==> src/common/ett_map.svh <==
// Constants for the eight-bit timer/counter channel.
// Assumes inclusion by bare name from rtl files.
`ifndef ETT_MAP_SVH
`define ETT_MAP_SVH
`define ETT_CTRL_RUN_BIT   3
`define ETT_CTRL_FLIP_BIT  7
`define ETT_MODE_TIMER     3'h0
`define ETT_MODE_DIVIDER   3'h1
`define ETT_MODE_PWM       3'h2
`define ETT_SRC_EXTERNAL   3'h7
`define ETT_CNT_RESET      8'h00
`define ETT_CMP_RESET      8'h00
`define ETT_DUTY_RESET     8'h00
`endif

==> src/common/ett_pkg.sv <==
// Types for the eight-bit timer/counter channel.
// Assumes nothing of its surroundings.
package ett_pkg;
  typedef enum logic [1:0] {
    ETT_OP_COUNT,
    ETT_OP_DIVIDER,
    ETT_OP_PWM,
    ETT_OP_NONE
  } ett_op_t;
endpackage

==> src/rtl/ett_timer_counter.sv <==
// One eight-bit timer/counter channel: timer, divider and PWM modes; event counting is a clock source.
// Assumes source ticks arrive as one-cycle enables from an outside divider.
`timescale 1ns/100ps
`include "ett_map.svh"
module ett_timer_counter #(
  parameter int WIDTH = 8
) (
  // Clock and reset
  input  wire logic             ref_clk,
  input  wire logic             reset,
  // Control register
  input  wire logic [7:0]       timerControl,
  input  wire logic             controlWrite,
  input  wire logic [2:0]       operatingModeSelect,
  input  wire logic [2:0]       sourceClockSelect,
  // Internal source tick, one cycle per selected rate
  input  wire logic             internalTick,
  // Compare and duty registers
  input  wire logic [WIDTH-1:0] compareWriteData,
  input  wire logic             compareWrite,
  input  wire logic [WIDTH-1:0] dutyWriteData,
  input  wire logic             dutyWrite,
  output logic [WIDTH-1:0]      dutyReadData,
  // Pins and events
  input  wire logic             eventInputPin,
  output logic                  timerOutputPin,
  output logic                  timerMatchIrq,
  output logic [WIDTH-1:0]      counterValue
);
  logic             runBit;
  logic             flip;
  logic [WIDTH-1:0] compareRegister;
  logic [WIDTH-1:0] dutyBuffer;
  logic [WIDTH-1:0] dutyActive;
  logic             eventFall;
  logic             tick;
  logic             matchHit;
  logic             pwmOverflow;
  logic             periodIrq;
  ett_pkg::ett_op_t op;

  ett_edge_detect u_edge (
    .ref_clk   (ref_clk),
    .reset     (reset),
    .pinLevel  (eventInputPin),
    .fallPulse (eventFall)
  );

  // Mode decode
  always_comb begin
    case (operatingModeSelect)
      `ETT_MODE_TIMER:   op = ett_pkg::ETT_OP_COUNT;
      `ETT_MODE_DIVIDER: op = ett_pkg::ETT_OP_DIVIDER;
      `ETT_MODE_PWM:     op = ett_pkg::ETT_OP_PWM;
      default:           op = ett_pkg::ETT_OP_NONE;
    endcase
  end

  // Source 111 picks the event pin in every mode; other sources use the internal tick
  assign tick = runBit & ((sourceClockSelect == `ETT_SRC_EXTERNAL) ?
                eventFall : internalTick);

  assign matchHit    = tick & (op != ett_pkg::ETT_OP_PWM) & (op != ett_pkg::ETT_OP_NONE)
                       & (counterValue == compareRegister);
  assign pwmOverflow = tick & (op == ett_pkg::ETT_OP_PWM) & (&counterValue);
  assign periodIrq   = matchHit | pwmOverflow;

  // Run bit
  always_ff @(posedge ref_clk) begin
    if (reset) begin
      runBit <= 1'b0;
    end else if (controlWrite) begin
      runBit <= timerControl[`ETT_CTRL_RUN_BIT];
    end
  end

  // Counter
  always_ff @(posedge ref_clk) begin
    if (reset || !runBit) begin
      counterValue <= `ETT_CNT_RESET;
    end else if (matchHit) begin
      counterValue <= `ETT_CNT_RESET;
    end else if (tick) begin
      counterValue <= counterValue + 1'b1;
    end
  end

  // Output flip-flop; software load only while stopped keeps the held level
  always_ff @(posedge ref_clk) begin
    if (reset) begin
      flip <= 1'b0;
    end else if (controlWrite && !runBit) begin
      flip <= timerControl[`ETT_CTRL_FLIP_BIT];
    end else if (op == ett_pkg::ETT_OP_DIVIDER && matchHit) begin
      flip <= ~flip;
    end else if (op == ett_pkg::ETT_OP_PWM && tick &&
                 ((counterValue == dutyActive) || (&counterValue))) begin
      flip <= ~flip;
    end
  end

  // Stopped timer gets no ticks, so the pin holds its level except on a control write
  assign timerOutputPin = ~flip;

  // Compare register, unbuffered
  always_ff @(posedge ref_clk) begin
    if (reset) begin
      compareRegister <= `ETT_CMP_RESET;
    end else if (compareWrite) begin
      compareRegister <= compareWriteData;
    end
  end

  // Duty buffer and active register
  always_ff @(posedge ref_clk) begin
    if (reset) begin
      dutyBuffer <= `ETT_DUTY_RESET;
    end else if (dutyWrite) begin
      dutyBuffer <= dutyWriteData;
    end
  end

  always_ff @(posedge ref_clk) begin
    if (reset) begin
      dutyActive <= `ETT_DUTY_RESET;
    end else if (dutyWrite && !runBit) begin
      dutyActive <= dutyWriteData;
    end else if (pwmOverflow) begin
      dutyActive <= dutyBuffer;
    end
  end

  assign dutyReadData = dutyActive;

  // Interrupt pulse registered one cycle after the event
  always_ff @(posedge ref_clk) begin
    if (reset) begin
      timerMatchIrq <= 1'b0;
    end else begin
      timerMatchIrq <= periodIrq;
    end
  end
endmodule // ett_timer_counter

==> src/rtl/ett_edge_detect.sv <==
// Falling-edge detector for the event input pin.
// Assumes the pin is synchronous to ref_clk.
`timescale 1ns/100ps
module ett_edge_detect (
  // Clock and reset
  input  wire logic ref_clk,
  input  wire logic reset,
  // Pin and pulse
  input  wire logic pinLevel,
  output logic      fallPulse
);
  logic lastLevel;

  // Starts high so a pin low at reset release reads as a falling edge
  always_ff @(posedge ref_clk) begin
    if (reset) begin
      lastLevel <= 1'b1;
    end else begin
      lastLevel <= pinLevel;
    end
  end

  assign fallPulse = lastLevel & ~pinLevel;
endmodule // ett_edge_detect

==> config.mk <==
export PLATFORM = sky130hd
export DESIGN_NAME = ett_timer_counter
export DESIGN_NICKNAME = d
export VERILOG_FILES = /design/src/common/ett_pkg.sv /design/src/rtl/ett_timer_counter.sv /design/src/rtl/ett_edge_detect.sv
export VERILOG_INCLUDE_DIRS = /design/src /design/src/common
export SDC_FILE = /design/constraint.sdc
export NUM_CORES = 1
export LEC_CHECK = 0
export BUFFER_PORTS_ARGS = -buffer_cell sky130_fd_sc_hd__buf_2
export CAP_MARGIN = 20
export CORE_MARGIN = 3
export CORE_UTILIZATION = 47
export CTS_BUF_LIST = sky130_fd_sc_hd__clkbuf_8
export DETAILED_ROUTE_END_ITERATION = 6
export GPL_TIMING_DRIVEN = 1
export PLACE_DENSITY = 0.86
export SLEW_MARGIN = 10
export SYNTH_ARGS = -nofsm -noshare
export SYNTH_HDL_FRONTEND = slang
export SYNTH_SLANG_ARGS = --single-unit
==> constraint.sdc <==
create_clock -name ref_clk -period 1.6 [get_ports ref_clk]
set_clock_uncertainty 0.15 [all_clocks]
set_input_delay 0.32 -clock ref_clk [delete_from_list [all_inputs] [get_ports ref_clk]]
set_output_delay 0.32 -clock ref_clk [all_outputs]
set_load 0.005 [all_outputs]
==> impl_metrics.env <==
export IMPL_port_buffer_count=48
export IMPL_yosysSeqAreaShare_pct=41.3
export IMPL_final_min_clock_period_ps=1840
export IMPL_clockBufferDepth=2
export IMPL_max_cap_viol_count=0
export IMPL_grt_max_degree=19
export IMPL_synthFlopType="dfxtp_1"
export IMPL_crit_type="flop to flop"
export IMPL_netlist_area_sq_mm=0.00174
export IMPL_cp_data_arrival_time_ps=1870
export IMPL_clkTransAtPathRegs_ps=70
export IMPL_startpoint_type="flop"
export IMPL_cts_setup_buffers=0
export IMPL_antenna_cells=0
export IMPL_syn_area_per_cell_sq_um=9.68
export IMPL_pwr_density_cell_mw_per_mm2=760
export IMPL_violations="negative setup slack"
export IMPL_rsz0062_at_grt="true"
export IMPL_first_iter_violations=95
export IMPL_maxSlewViolCount=0
export IMPL_wl_met3_microns=266
export IMPL_start_util_pct=50.6
export IMPL_numCtsBuffers=5
export IMPL_track_usage_pct=20.6
export IMPL_endpoint_kind="flop"
export IMPL_dp_slack_ps=-247
export IMPL_nets=297
export IMPL_wl_microns=4380
export IMPL_synth_area_top_cells="dfxtp_1, mux2i_1, xor2_1"
export IMPL_ant_nets=0
export IMPL_synth_top_cells_by_count="dfxtp_1, nor2_1, mux2i_1, xor2_1, a211oi_1"
export IMPL_status="finished, violations left"
export IMPL_rr_startpoint="counterValue[4]"
export IMPL_slew_headroom_pct=66.6
export IMPL_required_ps=1630
export IMPL_fin_area_sq_mm=0.00246
export IMPL_post_route_util_pct=71.4
export IMPL_cp_max_fo=6
export IMPL_synth_edf_count=0
export IMPL_met1Wirelength_microns=1780
export IMPL_grt_overflow=0
export IMPL_ys_ff_latch=36
export IMPL_synthMuxAreaShare_pct=16.4
export IMPL_hpwl_microns=3230
export IMPL_die_h_microns=66.9
export IMPL_tns_ps=-2880
export IMPL_antenna_found_initial=0
export IMPL_yosysMostFrequentCell="dfxtp_1"
export IMPL_placed_cell_area_sq_mm=0.00227
export IMPL_io_pins=55
export IMPL_cts_root_buf="clkbuf_8"
export IMPL_h_tree_depth=2
export IMPL_gp_congestion=0.832
export IMPL_synth_top_family_by_area="simple AND/OR/NAND/NOR gates"
export IMPL_top_layer_used="met4"
export IMPL_vias_per_cell=5.13
export IMPL_clk_latency_ps=290
export IMPL_finalSetupViolCount=18
export IMPL_holdBufCountCts=0
export IMPL_num_rows=21
export IMPL_hold_viol_final=0
export IMPL_tightest_slew_ps=499
export IMPL_syn_to_final_growth_pct=41.1
export IMPL_synthCells=180
export IMPL_synth_simple_area_share_pct=20.1
export IMPL_synth_compound_area_share_pct=5.89
export IMPL_drc=0
export IMPL_cts_tree="yes"
export IMPL_max_clock_freq_ghz=0.544
export IMPL_syn_nets=218
export IMPL_startpoint="counterValue[4]"
export IMPL_vdd_ir_drop_max_v=0.000489
export IMPL_r2r_setup_slack_ps=-240
export IMPL_synth_distinct_cells=35
export IMPL_finalCritPeriodShare_pct=115
export IMPL_die_w_microns=66.9
export IMPL_routedWlPerCell_microns=14.3
export IMPL_cts_sinks=36
export IMPL_drtPass1Iterations=4
export IMPL_grt_first_pass_wirelength_microns=6780
export IMPL_synthAdderAreaFrac_pct=0.718
export IMPL_min_from="eventInputPin"
export IMPL_leakage_nw=1.23
export IMPL_core_area_sq_mm=0.00344
export IMPL_grt_pass1_vias=1475
export IMPL_hold_worst_slack_ps=69.6
export IMPL_synth_largest_area_cell="dfxtp_1"
export IMPL_synth_top_cell_area_share_pct=41.3
export IMPL_dieArea_sq_mm=0.00447
export IMPL_wl_met2_microns=2200
export IMPL_setup_ws_ps=-238
export IMPL_hp_class="primary input to flop"
export IMPL_drive_gt1_share_pct=46.2
export IMPL_yosys_warnings=0
export IMPL_synth_async_reset_ratio_pct=0
export IMPL_route_vias_total=1570
export IMPL_synth_xor_area_share_pct=11.6
[layout make-up]
class / instances / area, sq um
Sequential cell: 36 / 737
Timing Repair Buffer: 82 / 519
Inverter: 2 / 7.51
Multi-Input combinational cell: 132 / 1060
Tap cell: 46 / 57.6
Clock buffer: 5 / 68.8
Fill cell: 240 / 983
Clock inverter: 3 / 11.3
[state kept, by name, summed over array words and instances, names as in the netlist]
register and count:
counterValue 8, dutyReadData 8, flip 1, timerMatchIrq 1, u_edge.lastLevel 1, dutyBuffer 8
runBit 1, compareRegister 8
[cell families (layout without fill, tap and decap cells)]
family / Yosys count / in the layout
flops: 36 / 36
mux: 28 / 28
simple gates: 67 / 67
compound gates: 13 / 13
buf+inv: 12 / 92
xor+xnor: 23 / 23
fa+ha+maj: 1 / 1
[layer usage]
layer / vias up / global-route usage [%]
met5: - / 0
met4: 0 / 9.11
li1: 778 / -
met2: 49 / 34.7
met1: 730 / 23.8
met3: 13 / 6.58
[where the power goes]
part           internal [mW]  switching, mW
Sequential             0.937         0.0319
Combinational          0.159          0.141
Clock                  0.290          0.311
Total                   1.39          0.484
[worst max-delay path: stages, from the launching register on]
cell and delay [ps]:
dfxtp_4 380, xnor2_1 180, nand4_1 250, nand4bb_1 300, o211ai_1 110, or3b_1 350
[path summary, 6_finish.rpt]
check,to,depth (start not counted)
max reg2reg,flip,5
max,flip,5
min reg2reg,dutyBuffer[5],2
min,u_edge.lastLevel,2
[through the flow]
step	cells	total power, mW
CTS	306	1.88
finish	306	1.87
global placement	298	1.26
detailed placement	298	1.27
global route	306	1.97
floorplan	180	1.13
[cells in the final DEF (no fill, tap or decap), types with 2 or more instances in the layout]
| cell type | count |
|---|---|
| and3_1 | 3 |
| nor2_1 | 29 |
| xnor2_1 | 4 |
| inv_1 | 4 |
| nor4_1 | 2 |
| a211oi_1 | 7 |
| mux2i_1 | 26 |
| buf_2 | 48 |
| xor2_1 | 15 |
| and3_4 | 2 |
| nor4_2 | 2 |
| dfxtp_2 | 4 |
| xor2_2 | 3 |
| nand4_1 | 5 |
| nand2_1 | 3 |
| dfxtp_4 | 3 |
| buf_4 | 30 |
| clkbuf_8 | 5 |
| nor2_2 | 5 |
| buf_6 | 3 |
| nor3_1 | 2 |
| dfxtp_1 | 29 |
[timing repair]
item,in CTS,in global routing
setup endpoints to repair,18,18
pin swaps,7,3
resized for setup,16,10
(Power assumes the default switching activity.)
